**src/verilog/vector_table_pkg.sv**
```systemverilog
// ****************************************************************
// constants shared by both ends
// ****************************************************************
package vector_table_pkg;
   localparam int NUM_VEC = 32;
   localparam int VEC_W = 5;
   localparam int LVL_W = 3;
   localparam int ADDR_W = 24;
   localparam int REG_W = 16;
   localparam int SLOT_SHIFT = 2;
   localparam int BASE_ALIGN_BITS = 8;
   localparam logic [ADDR_W-1:0] BASE_RESET = 24'h008000;
   localparam logic [REG_W-1:0] PROTECT_KEY = 16'h0096;
   localparam logic [LVL_W-1:0] LEVEL_RESET = 3'h0;
   // hardware vector numbers
   localparam int VEC_PWM0 = 14;
   localparam int VEC_PWM1 = 15;
   localparam int VEC_UART1 = 16;
   localparam int VEC_SOUND = 17;
   localparam int VEC_IR = 18;
   localparam int VEC_LCD = 19;
   localparam int VEC_RFC0 = 20;
   localparam int VEC_RFC1 = 21;
   localparam int VEC_TMR2 = 22;
   localparam int VEC_SPI1 = 23;
   localparam int VEC_TMR3 = 24;
   localparam int VEC_ADC = 25;
   localparam int VEC_PWM2 = 26;
   localparam int VEC_RSV_FIRST = 27;
   // cause widths per source
   localparam int PWM_CAUSES = 4;
   localparam int UART_CAUSES = 7;
   localparam int RFC_CAUSES = 5;
   localparam int SPI_CAUSES = 4;
   localparam int ADC_CAUSES = 2;
   localparam int SOUND_CAUSES = 2;
endpackage

```
**src/verilog/vector_link_if.sv**
```systemverilog
`timescale 1ns/1ps
`default_nettype none
// ****************************************************************
// request link between controller and cpu core
// ****************************************************************
interface vector_link_if;
   import vector_table_pkg::*;
   logic irq;
   logic [LVL_W-1:0] irq_level;
   logic [VEC_W-1:0] irq_vector;
   logic [ADDR_W-1:0] vector_addr;
   logic ack;

   modport ctrl (output irq, output irq_level, output irq_vector, output vector_addr,
                 input ack);
   modport cpu (input irq, input irq_level, input irq_vector, input vector_addr,
                output ack);
endinterface
`default_nettype wire

```
**src/verilog/vector_address_calc.sv**
```systemverilog
`timescale 1ns/1ps
`default_nettype none
// ****************************************************************
// slot address: base plus four bytes per vector
// ****************************************************************
module vector_address_calc (
   // operands
   input wire logic [vector_table_pkg::ADDR_W-1:0] base_in,
   input wire logic [vector_table_pkg::VEC_W-1:0] vector_in,
   // result
   output logic [vector_table_pkg::ADDR_W-1:0] addr_out
);
   import vector_table_pkg::*;
   logic [ADDR_W-1:0] offset;

   always_comb begin
      offset = ADDR_W'({vector_in, 2'b00});
      addr_out = base_in + offset;
   end
endmodule // vector_address_calc
`default_nettype wire

```
**src/verilog/interrupt_arbiter.sv**
```systemverilog
`timescale 1ns/1ps
`default_nettype none
module interrupt_arbiter (
   // clock and reset
   input wire logic ref_clk_in,
   input wire logic reset_n_in,
   // peripheral causes, flag already gated by its enable
   input wire logic [vector_table_pkg::PWM_CAUSES-1:0] pwm0_cause_in,
   input wire logic [vector_table_pkg::PWM_CAUSES-1:0] pwm1_cause_in,
   input wire logic [vector_table_pkg::PWM_CAUSES-1:0] pwm2_cause_in,
   input wire logic [vector_table_pkg::UART_CAUSES-1:0] uart1_cause_in,
   input wire logic [vector_table_pkg::SOUND_CAUSES-1:0] sound_cause_in,
   input wire logic ir_cause_in,
   input wire logic lcd_frame_in,
   input wire logic [vector_table_pkg::RFC_CAUSES-1:0] rfc0_cause_in,
   input wire logic [vector_table_pkg::RFC_CAUSES-1:0] rfc1_cause_in,
   input wire logic tmr2_underflow_in,
   input wire logic tmr3_underflow_in,
   input wire logic [vector_table_pkg::SPI_CAUSES-1:0] spi1_cause_in,
   input wire logic [vector_table_pkg::ADC_CAUSES-1:0] adc_cause_in,
   // protection and base register writes
   input wire logic protect_wr_in,
   input wire logic [vector_table_pkg::REG_W-1:0] system_protect_key_in,
   input wire logic base_low_wr_in,
   input wire logic base_high_wr_in,
   input wire logic [vector_table_pkg::REG_W-1:0] base_data_in,
   // level setting writes
   input wire logic level_wr_in,
   input wire logic [vector_table_pkg::VEC_W-1:0] level_sel_in,
   input wire logic [vector_table_pkg::LVL_W-1:0] source_interrupt_level_in,
   // readback
   output logic [vector_table_pkg::REG_W-1:0] vector_base_low_reg_out,
   output logic [vector_table_pkg::REG_W-1:0] vector_base_high_reg_out,
   output logic protect_lifted_out,
   // cpu link
   vector_link_if.ctrl link
);
   import vector_table_pkg::*;

   // ****************************************************************
   // cause mapping
   // ****************************************************************
   logic [NUM_VEC-1:0] raw_req;

   always_comb begin
      raw_req = '0;
      raw_req[VEC_PWM0] = |pwm0_cause_in;
      raw_req[VEC_PWM1] = |pwm1_cause_in;
      raw_req[VEC_PWM2] = |pwm2_cause_in;
      raw_req[VEC_UART1] = |uart1_cause_in;
      raw_req[VEC_SOUND] = |sound_cause_in;
      raw_req[VEC_IR] = ir_cause_in;
      raw_req[VEC_LCD] = lcd_frame_in;
      // completions and the two overflow errors share one vector
      raw_req[VEC_RFC0] = |rfc0_cause_in;
      raw_req[VEC_RFC1] = |rfc1_cause_in;
      raw_req[VEC_TMR2] = tmr2_underflow_in;
      raw_req[VEC_TMR3] = tmr3_underflow_in;
      raw_req[VEC_SPI1] = |spi1_cause_in;
      raw_req[VEC_ADC] = |adc_cause_in;
   end

   // ****************************************************************
   // protection and table base
   // ****************************************************************
   logic unlocked;
   logic next_unlocked;
   logic [ADDR_W-1:BASE_ALIGN_BITS] base_hi;
   logic [ADDR_W-1:BASE_ALIGN_BITS] next_base_hi;
   logic [ADDR_W-1:0] next_base;

   always_comb begin
      next_unlocked = unlocked;
      next_base_hi = base_hi;
      if (protect_wr_in) begin
         next_unlocked = (system_protect_key_in == PROTECT_KEY);
      end
      if (unlocked && base_low_wr_in) begin
         next_base_hi[REG_W-1:BASE_ALIGN_BITS] = base_data_in[REG_W-1:BASE_ALIGN_BITS];
      end
      if (unlocked && base_high_wr_in) begin
         next_base_hi[ADDR_W-1:REG_W] = base_data_in[ADDR_W-REG_W-1:0];
      end
      next_base = {next_base_hi, {BASE_ALIGN_BITS{1'b0}}};
   end

   always_ff @(posedge ref_clk_in) begin
      if (!reset_n_in) begin
         unlocked <= 1'b0;
         base_hi <= BASE_RESET[ADDR_W-1:BASE_ALIGN_BITS];
      end else begin
         unlocked <= next_unlocked;
         base_hi <= next_base_hi;
      end
   end

   // ****************************************************************
   // level table and accepted sources
   // ****************************************************************
   logic [LVL_W-1:0] level_tab [NUM_VEC];
   logic [LVL_W-1:0] next_level_tab [NUM_VEC];
   logic [NUM_VEC-1:0] taken;
   logic [NUM_VEC-1:0] next_taken;
   logic [NUM_VEC-1:0] eligible;
   // what the cpu sampled at its accepting edge; its ack comes one edge later,
   // when the shown vector may already have been replaced by a newer winner
   logic seen_irq;
   logic [VEC_W-1:0] seen_vec;

   always_comb begin
      for (int v = 0; v < NUM_VEC; v++) begin
         next_level_tab[v] = level_tab[v];
         if (level_wr_in && (level_sel_in == VEC_W'(v))) begin
            next_level_tab[v] = source_interrupt_level_in;
         end
         // accepted source stays out of the race until its flag drops;
         // an acceptance in the drop cycle still wins
         next_taken[v] = taken[v] & raw_req[v];
         if (link.ack && seen_irq && (seen_vec == VEC_W'(v))) begin
            next_taken[v] = 1'b1;
         end
         eligible[v] = raw_req[v] && !taken[v] && (level_tab[v] != LEVEL_RESET);
      end
   end

   always_ff @(posedge ref_clk_in) begin
      if (!reset_n_in) begin
         for (int v = 0; v < NUM_VEC; v++) begin
            level_tab[v] <= LEVEL_RESET;
         end
         taken <= '0;
      end else begin
         level_tab <= next_level_tab;
         taken <= next_taken;
      end
   end

   // ****************************************************************
   // arbitration
   // ****************************************************************
   logic found;
   logic [LVL_W-1:0] best_lvl;
   logic [VEC_W-1:0] best_vec;
   logic [ADDR_W-1:0] best_addr;

   // walk downward so that on equal level the smaller number wins
   always_comb begin
      found = 1'b0;
      best_lvl = LEVEL_RESET;
      best_vec = '0;
      for (int v = NUM_VEC-1; v >= 0; v--) begin
         if (eligible[v] && (!found || (level_tab[v] >= best_lvl))) begin
            found = 1'b1;
            best_lvl = level_tab[v];
            best_vec = VEC_W'(v);
         end
      end
   end

   vector_address_calc vector_address_calc_inst (
      .base_in(next_base),
      .vector_in(best_vec),
      .addr_out(best_addr)
   );

   // ****************************************************************
   // outputs
   // ****************************************************************
   logic irq_q;
   logic [LVL_W-1:0] lvl_q;
   logic [VEC_W-1:0] vec_q;
   logic [ADDR_W-1:0] addr_q;
   logic next_irq;
   logic [LVL_W-1:0] next_lvl;
   logic [VEC_W-1:0] next_vec;
   logic [ADDR_W-1:0] next_addr;

   // a newer higher-priority cause replaces the shown one while unaccepted
   always_comb begin
      next_irq = found;
      next_lvl = found ? best_lvl : LEVEL_RESET;
      next_vec = best_vec;
      next_addr = best_addr;
      if (link.ack && seen_irq && (best_vec == seen_vec)) begin
         next_irq = 1'b0;
         next_lvl = LEVEL_RESET;
      end
   end

   always_ff @(posedge ref_clk_in) begin
      if (!reset_n_in) begin
         irq_q <= 1'b0;
         lvl_q <= LEVEL_RESET;
         vec_q <= '0;
         addr_q <= BASE_RESET;
         vector_base_low_reg_out <= BASE_RESET[REG_W-1:0];
         vector_base_high_reg_out <= REG_W'(BASE_RESET[ADDR_W-1:REG_W]);
         protect_lifted_out <= 1'b0;
         seen_irq <= 1'b0;
         seen_vec <= '0;
      end else begin
         irq_q <= next_irq;
         lvl_q <= next_lvl;
         vec_q <= next_vec;
         addr_q <= next_addr;
         vector_base_low_reg_out <= next_base[REG_W-1:0];
         vector_base_high_reg_out <= REG_W'(next_base[ADDR_W-1:REG_W]);
         protect_lifted_out <= next_unlocked;
         seen_irq <= irq_q;
         seen_vec <= vec_q;
      end
   end

   assign link.irq = irq_q;
   assign link.irq_level = lvl_q;
   assign link.irq_vector = vec_q;
   assign link.vector_addr = addr_q;
endmodule // interrupt_arbiter
`default_nettype wire

```
**src/flat_wrapper.sv**
```systemverilog
// flat-port wrapper written by rule: the top's interface ports become plain ports
module interrupt_arbiter_flat import vector_table_pkg::*;
  (ref_clk_in, reset_n_in, pwm0_cause_in, pwm1_cause_in, pwm2_cause_in, uart1_cause_in, sound_cause_in, ir_cause_in, lcd_frame_in, rfc0_cause_in, rfc1_cause_in, tmr2_underflow_in, tmr3_underflow_in, spi1_cause_in, adc_cause_in, protect_wr_in, system_protect_key_in, base_low_wr_in, base_high_wr_in, base_data_in, level_wr_in, level_sel_in, source_interrupt_level_in, vector_base_low_reg_out, vector_base_high_reg_out, protect_lifted_out, link_irq, link_irq_level, link_irq_vector, link_vector_addr, link_ack);
  vector_link_if link_i ();
  input wire logic ref_clk_in;
  input wire logic reset_n_in;
  input wire logic [vector_table_pkg::PWM_CAUSES-1:0] pwm0_cause_in;
  input wire logic [vector_table_pkg::PWM_CAUSES-1:0] pwm1_cause_in;
  input wire logic [vector_table_pkg::PWM_CAUSES-1:0] pwm2_cause_in;
  input wire logic [vector_table_pkg::UART_CAUSES-1:0] uart1_cause_in;
  input wire logic [vector_table_pkg::SOUND_CAUSES-1:0] sound_cause_in;
  input wire logic ir_cause_in;
  input wire logic lcd_frame_in;
  input wire logic [vector_table_pkg::RFC_CAUSES-1:0] rfc0_cause_in;
  input wire logic [vector_table_pkg::RFC_CAUSES-1:0] rfc1_cause_in;
  input wire logic tmr2_underflow_in;
  input wire logic tmr3_underflow_in;
  input wire logic [vector_table_pkg::SPI_CAUSES-1:0] spi1_cause_in;
  input wire logic [vector_table_pkg::ADC_CAUSES-1:0] adc_cause_in;
  input wire logic protect_wr_in;
  input wire logic [vector_table_pkg::REG_W-1:0] system_protect_key_in;
  input wire logic base_low_wr_in;
  input wire logic base_high_wr_in;
  input wire logic [vector_table_pkg::REG_W-1:0] base_data_in;
  input wire logic level_wr_in;
  input wire logic [vector_table_pkg::VEC_W-1:0] level_sel_in;
  input wire logic [vector_table_pkg::LVL_W-1:0] source_interrupt_level_in;
  output logic [vector_table_pkg::REG_W-1:0] vector_base_low_reg_out;
  output logic [vector_table_pkg::REG_W-1:0] vector_base_high_reg_out;
  output logic protect_lifted_out;
  output wire logic [$bits(link_i.irq)-1:0] link_irq;
  output wire logic [$bits(link_i.irq_level)-1:0] link_irq_level;
  output wire logic [$bits(link_i.irq_vector)-1:0] link_irq_vector;
  output wire logic [$bits(link_i.vector_addr)-1:0] link_vector_addr;
  input wire logic [$bits(link_i.ack)-1:0] link_ack;
  assign link_irq = link_i.irq;
  assign link_irq_level = link_i.irq_level;
  assign link_irq_vector = link_i.irq_vector;
  assign link_vector_addr = link_i.vector_addr;
  assign link_i.ack = link_ack;
  interrupt_arbiter u_core (.ref_clk_in(ref_clk_in), .reset_n_in(reset_n_in), .pwm0_cause_in(pwm0_cause_in), .pwm1_cause_in(pwm1_cause_in), .pwm2_cause_in(pwm2_cause_in), .uart1_cause_in(uart1_cause_in), .sound_cause_in(sound_cause_in), .ir_cause_in(ir_cause_in), .lcd_frame_in(lcd_frame_in), .rfc0_cause_in(rfc0_cause_in), .rfc1_cause_in(rfc1_cause_in), .tmr2_underflow_in(tmr2_underflow_in), .tmr3_underflow_in(tmr3_underflow_in), .spi1_cause_in(spi1_cause_in), .adc_cause_in(adc_cause_in), .protect_wr_in(protect_wr_in), .system_protect_key_in(system_protect_key_in), .base_low_wr_in(base_low_wr_in), .base_high_wr_in(base_high_wr_in), .base_data_in(base_data_in), .level_wr_in(level_wr_in), .level_sel_in(level_sel_in), .source_interrupt_level_in(source_interrupt_level_in), .vector_base_low_reg_out(vector_base_low_reg_out), .vector_base_high_reg_out(vector_base_high_reg_out), .protect_lifted_out(protect_lifted_out), .link(link_i));
endmodule
```
**config.mk**
```make
export PLATFORM = sky130hd
export DESIGN_NAME = interrupt_arbiter_flat
export DESIGN_NICKNAME = d
export VERILOG_FILES = /design/src/verilog/vector_table_pkg.sv /design/src/verilog/vector_link_if.sv /design/src/verilog/vector_address_calc.sv /design/src/verilog/interrupt_arbiter.sv /design/src/flat_wrapper.sv
export SDC_FILE = /design/constraint.sdc
export NUM_CORES = 1
export LEC_CHECK = 0
export ABC_CLOCK_PERIOD_IN_PS = 29000
export BUFFER_PORTS_ARGS = -buffer_cell sky130_fd_sc_hd__buf_2
export CELL_PAD_IN_SITES_DETAIL_PLACEMENT = 0
export CELL_PAD_IN_SITES_GLOBAL_PLACEMENT = 1
export CORE_UTILIZATION = 41
export CTS_CLUSTER_DIAMETER = 30
export DETAILED_ROUTE_END_ITERATION = 10
export PLACE_DENSITY_LB_ADDON = 0.1
export SYNTH_ARGS = -nofsm -noshare
export SYNTH_HDL_FRONTEND = slang
export SYNTH_HIERARCHICAL = 1
export SYNTH_SLANG_ARGS = --single-unit
```
**constraint.sdc**
```tcl
create_clock -name ref_clk_in -period 29 [get_ports ref_clk_in]
set_input_delay 4.35 -clock ref_clk_in [delete_from_list [all_inputs] [get_ports ref_clk_in]]
set_output_delay 4.35 -clock ref_clk_in [all_outputs]
set_load 0.02 [all_outputs]
```
# Yosys cells after proc, flatten, opt, wreduce, memory -nomap -nowiden

Index checks and enable logic that the tools add are counted.
Widths: inputs -> output; s select.

Flip-flop bits (word level): 154
Input port bits: 88
Output and inout bits: 66
Word-level logic and storage cells: 307

$add $sub $neg: 1
Order comparisons: 12
Equality and inequality tests: 41
Multiplexer cells: 68
Bitwise operators: 15
Reduce and logical (&&, ||, !) cells: 144

Operators with widths:

| kind                | number |
|---|---|
| $eq 5x5->1 const B  | 22 |
| $logic_and 1x1->1   | 82 |
| $mux 5              | 13 |
| $eq 5x4->1 const B  | 10 |
| $mux 1              | 40 |
| $mux 3              | 13 |
| $reduce_bool 3->1   | 13 |
| $ge 3x3->1          | 12 |
| $logic_not 1->1     | 25 |
| $add 24x7->24       | 1 |
| $eq 5x3->1 const B  | 4 |
| $eq 16x8->1 const B | 1 |
| $mux 8              | 2 |
| $reduce_or 4->1     | 4 |
| $and 1x1->1         | 13 |
| $logic_or 1x1->1    | 12 |
| $eq 5x2->1 const B  | 2 |
| $reduce_or 5->1     | 2 |
| $reduce_or 7->1     | 1 |
| $reduce_or 2->1     | 3 |
| $eq 5x1->1 const B  | 1 |
| $eq 5x5->1          | 1 |
| $logic_not 5->1     | 1 |
| $reduce_or 3->1     | 1 |
| $not 1->1           | 2 |

# Depth between registers and ports, before layout

Depth in word-level cells: 55
Gate-level depth with buffers: 92
Gate-level depth less buffers: 90

# Cells and area by module

The synthesis kept the hierarchy.

Modules (own cells, without submodules):

| module              | times used | cells each | area an instance (um2) | seq. area each (um2) |
|---|---|---|---|---|
| interrupt_arbiter   | 1          | 691        | 6018.3                 | 2162.1 |
| vector_address_calc | 1          | 69         | 546.8                  | 0.0 |

# Least setup slack after synthesis

No wires, ideal clock.

Kind: input port to flip-flop
Start point: input port pwm2_cause_in[3] (netlist name)
End point: register u_core.lvl_q[1] (netlist: u_core/link.irq_level[1])
Setup time: 0.091 ns
Arrival: 21.572 ns
Required time: 28.909 ns
Setup slack: 7.337 ns
Stages: 88
Buffers on the path: 2
Cells stage by stage: nor4_4 > nor2_1 > and2_1 > ha_1 > nand2b_1 > a211oi_1 > o21ai_1 > and3_1 > or2_2 > ha_1 > nand2b_1 > a211oi_1 > o21ai_2 > and2_4 > o21a_1 > ha_1 > nand2b_1 > a21oi_1 > [... 52 more ...] > a21o_1 > a21o_1 > o21ai_0 > clkbuf_1 > mux2_4 > ha_1 > nand2b_1 > a21o_1 > a21o_1 > a22o_1 > a21oi_1 > xnor2_1 > and3_1 > and3_1 > a32o_1 > a311oi_1 > o41ai_2 > a311oi_1

Word-level cells in the longest chain between the ends: 55
Elaborated cells between the ends (all ways): 94
Those cells by class: order compare: 12; eq/ne: 1; mux: 39; bitwise: 1; reduce/logical: 41

Ends and longest elaborated chain:

| item                                          | RTL line                 | RTL |
|---|---|---|
| from (decl)                                   | flat_wrapper.sv:9        | `input wire logic [vector_table_pkg::PWM_CAUSES-1:0] pwm2_cause_in;` |
| $reduce_or 4->1 *                             | interrupt_arbiter.sv:49  | `raw_req[VEC_PWM2] = \|pwm2_cause_in;` |
| $logic_and 1x1->1 * (2 in series)             | interrupt_arbiter.sv:122 | `eligible[v] = raw_req[v] && !taken[v] && (level_tab[v] != LEVEL_RESET);` |
| $mux 3 or $mux 1 (tied branches)              | interrupt_arbiter.sv:152 | `if (eligible[v] && (!found \|\| (level_tab[v] >= best_lvl))) begin` |
| $ge 3x3->1 or $logic_not 1->1 (tied branches) | interrupt_arbiter.sv:152 |  |
| $logic_or 1x1->1                              | interrupt_arbiter.sv:152 |  |
| $logic_and 1x1->1                             | interrupt_arbiter.sv:152 |  |
| $mux 3 or $mux 1 (tied branches)              | interrupt_arbiter.sv:152 |  |
| $ge 3x3->1 or $logic_not 1->1 (tied branches) | interrupt_arbiter.sv:152 |  |
| [... 39 more ...]                             | n/a                      |  |
| $ge 3x3->1 or $logic_not 1->1 (tied branches) | interrupt_arbiter.sv:152 |  |
| $logic_or 1x1->1                              | interrupt_arbiter.sv:152 |  |
| $logic_and 1x1->1                             | interrupt_arbiter.sv:152 |  |
| $mux 5 *                                      | interrupt_arbiter.sv:152 |  |
| named net u_core.best_vec[4]                  | interrupt_arbiter.sv:143 | `logic [VEC_W-1:0] best_vec;` |
| $eq 5x5->1 *                                  | interrupt_arbiter.sv:184 | `if (link.ack && seen_irq && (best_vec == seen_vec)) begin` |
| $logic_and 1x1->1 *                           | interrupt_arbiter.sv:184 |  |
| $reduce_or 3->1 (no source line) *            | n/a                      |  |
| to (signal assigned)                          | interrupt_arbiter.sv:203 | `lvl_q <= next_lvl;` |
| to (decl)                                     | interrupt_arbiter.sv:170 | `logic [LVL_W-1:0] lvl_q;` |

Mark *: on every way through the listed nets, which the timed path passes. The rest lies on a longest branch.
A chain may end at the register's enable or synchronous reset.

# Worst setup path in the final report

Ends and elaborated chain as after synthesis.

==> summary.md <==
| Metric | Value |
|---|---|
| CP arrival | `23.18 ns` |
| Cell Rows | `45` |
| Non-filler cells in the finished layout | `1,116` |
| Vias in the first global route | `5,644` |
| Io pins | `154` |
| Overall Power | `0.317 mW` |
| Antenna violations before repair | `0` |
| Outcome | `complete, no violations` |
| GRT busiest layer | `met2` |
| WHS Path Cells | `1` |
| Num Clock Sinks | `108` |
| Pin count of the biggest net entering global routing | `59` |
| GR Util met3 | `0.0333` |
| FILL cells | `1,509` |
| Avg Cell Area, Syn | `8.64 um^2` |
| Routed WL per cell | `15.9 um` |
| Worst-skew pair later-pin latency | `0.36 ns` |
| Port Buffer Count | `137` |
| CTS tree | `built` |
| CTS hold repair buffers | `0` |
| Vias/cell | `5.28` |
| Max cap viols | `0` |
| Core area | `15,400 um^2` |
| Synth async-reset ratio | `0` |
| Gp weighted congestion | `0.981` |
| Total track usage | `0.221` |
| Type of the worst min-delay path | `reg2reg` |
| Nets | `1,026` |
| Area Growth Syn to Fin | `17.4%` |
| Yosys warning count | `6` |
| Die height | `129 um` |
| Via count | `5,892` |
| Area of the die | `16,500 um^2` |
| Fraction of layout cells with a size suffix above 1 | `0.229` |
| Starting Density | `0.426` |
| CP Class | `in2reg` |
| Sum Neg Setup Slack | `0 ns` |
| Period utilization | `0.791` |
| Slew Limit Fails | `0` |
| Ant diodes | `0` |
| Die Wd | `129 um` |
| Register area | `2160 um^2` |
| Final wirelength | `17,800 um` |
| CP endpoint kind | `flip-flop` |
| Distinct cells, synth | `78` |
| Clock Skew | `0.00871 ns` |
| DP HPWL | `13,800 um` |
| Remaining DRCs | `0` |
| CTS Buffer Depth | `2` |
| Min cycle time layout | `22.94 ns` |
| Slowest stage delay, CP | `0.44 ns` |
| First drt pass iteration count | `4` |
| CP Launch Type | `input port` |
| Flops & latches, synth | `108` |
| Leak pwr | `3.33 nW` |
| Placed Cells | `1,100` |
| TritonCTS buffer count | `9` |
| Initial drt markers | `306` |
| Critical Path Fanout Max | `12` |
| Register clock-pin slew on the reported worst setup and hold paths | `0.08 ns` |
| Max VDD drop | `0.0288 mV` |
| Commonest cells after routing, fill and taps aside | `137 x buf_2, 108 x dfxtp_1, 87 x nor2_1, 51 x and2_1, 46 x nand2_1` |
| Most frequent CP cell | `ha_1` |
| Fmax | `0.0436 GHz` |
| Slew @ Worst Pin | `1.05 ns` |
| Quantity of gates resized following cts | `0` |
| Setup violations, final | `0` |
| Synthesized instance count | `760` |
| Final hold violations | `0` |
| Critical path required time | `29.24 ns` |
| Synthesized area | `6570 um^2` |
| Unrepaired setup endpoints after global routing | `false` |
| Overflow after GRT | `0` |
| Post-route ant nets | `0` |
| Max-slew headroom | `0.294` |
| Power Dens Cells | `41.1 nW/um^2` |
| GR Layer Usage met1 | `0.294` |
| Met2 Use GR | `0.355` |
| CTS H-Tree Depth | `3` |
| Sequential fraction of the synthesis area | `0.329` |
| Critical-path top delay cell | `o21ai_1` |
| Root Driver | `clkbuf_16` |
| Post-CTS Setup Repair Bufs | `0` |
| Global-route wire length before repair | `28,100 um` |
| Multi-input gate area in the final layout | `4160 um^2` |
| R2R depth | `87` |
| Most common cell after layout, fill and taps aside | `buf_2` |
| Post-synth EDFFs | `0` |
| Most used DFF post-synth | `dfxtp_1` |
## state kept, by name, summed over array words and instances (netlist names)
signal	cells
u_core/protect_lifted_out	1
u_core/taken	13
u_core/seen_vec	5
u_core/level_tab	39
u_core/link.vector_addr	24
u_core/seen_irq	1
u_core/base_hi	16
u_core/link.irq_vector	5
u_core/link.irq_level	3
u_core/link.irq	1
## worst paths after layout
path	from	to	slack, ns
hold / removal	u_core/link.irq_vector[4]	u_core/seen_vec[4]	0.46
setup / recovery	pwm2_cause_in[3]	u_core/link.irq_level[1]	6.06
hold reg to reg	u_core/link.irq_vector[4]	u_core/seen_vec[4]	0.46
setup reg to reg	u_core/taken[26]	u_core/link.irq_level[1]	10.14
## critical path: cells and delay by family
family / cells / cell delay [ns]
compound gates: 42 / 8.70
xor+xnor: 1 / 0.09
fa+ha+maj: 12 / 3.19
buf+inv: 4 / 0.57
mux: 7 / 2.45
simple gates: 23 / 3.84
## cell type report
class | instances | area share
Clock inverter | 6 | 0.00730
Inverter | 36 | 0.0175
Tap cell | 211 | 0.0342
Timing Repair Buffer | 140 | 0.0919
Clock buffer | 10 | 0.0297
Sequential cell | 108 | 0.280
Multi-Input combinational cell | 605 | 0.539
## power by group
group / internal (mW) / switching, mW / total (mW) / leakage, nW
clock network: 0.0602 / 0.0589 / 0.119 / 0.137
logic: 0.0171 / 0.0280 / 0.0452 / 2.32
registers: 0.151 / 0.00176 / 0.153 / 0.873
total: 0.228 / 0.0887 / 0.317 / 3.33
## cells by family (layout without fill, tap and decap cells)
logic type	after synthesis	after routing	share of synthesized area
DFF	108	108	0.329
adders and majority gates	38	38	0.0736
xor gates and xnor gates	23	23	0.0307
other	1	29	0.000571
and+or+nand+nor	320	320	0.261
buffers and inverters	75	192	0.0537
muxes	66	66	0.109
AOI/OAI and AO/OA	129	129	0.143
## Yosys cell counts (9+ instances only)
cell type	count	area, um^2
a21oi_1	29	145
clkbuf_1	20	75.1
a21o_1	10	75.1
xnor2_1	22	193
nand2_1	46	173
and3_1	9	56.3
inv_1	36	135
mux2_2	20	225
nand4_1	12	75.1
dfxtp_1	108	2160
o21ai_0	21	105
mux2i_1	40	400
nor3_1	27	135
nand3_1	19	95.1
buf_4	19	143
nand2b_1	24	150
nor2_1	87	327
nor4_1	10	62.6
ha_1	37	463
and2_1	51	319
## through the flow
step | hold slack [ns] | setup WS [ns] | utilization | area (um^2)
after floorplan | 0.449 | 7.34 | - | 6670
after global placement | 0.447 | 6.36 | 0.481 | 7420
after detailed placement | 0.455 | 5.84 | 0.481 | 7420
after CTS | 0.464 | 6.16 | 0.500 | 7710
after global routing | 0.484 | 4.65 | 0.500 | 7710
final | 0.460 | 6.06 | 0.500 | 7710
## routing by layer
layer | share of wire | vias up | wire length, um
li1 | - | 2923 | -
met1 | 0.49 | 2754 | 8630
met2 | 0.44 | 181 | 7860
met3 | 0.046 | 34 | 819
met4 | 0.026 | 0 | 464
met5 | 0 | - | 0
No activity file was read; power rests on OpenSTA's default activity.
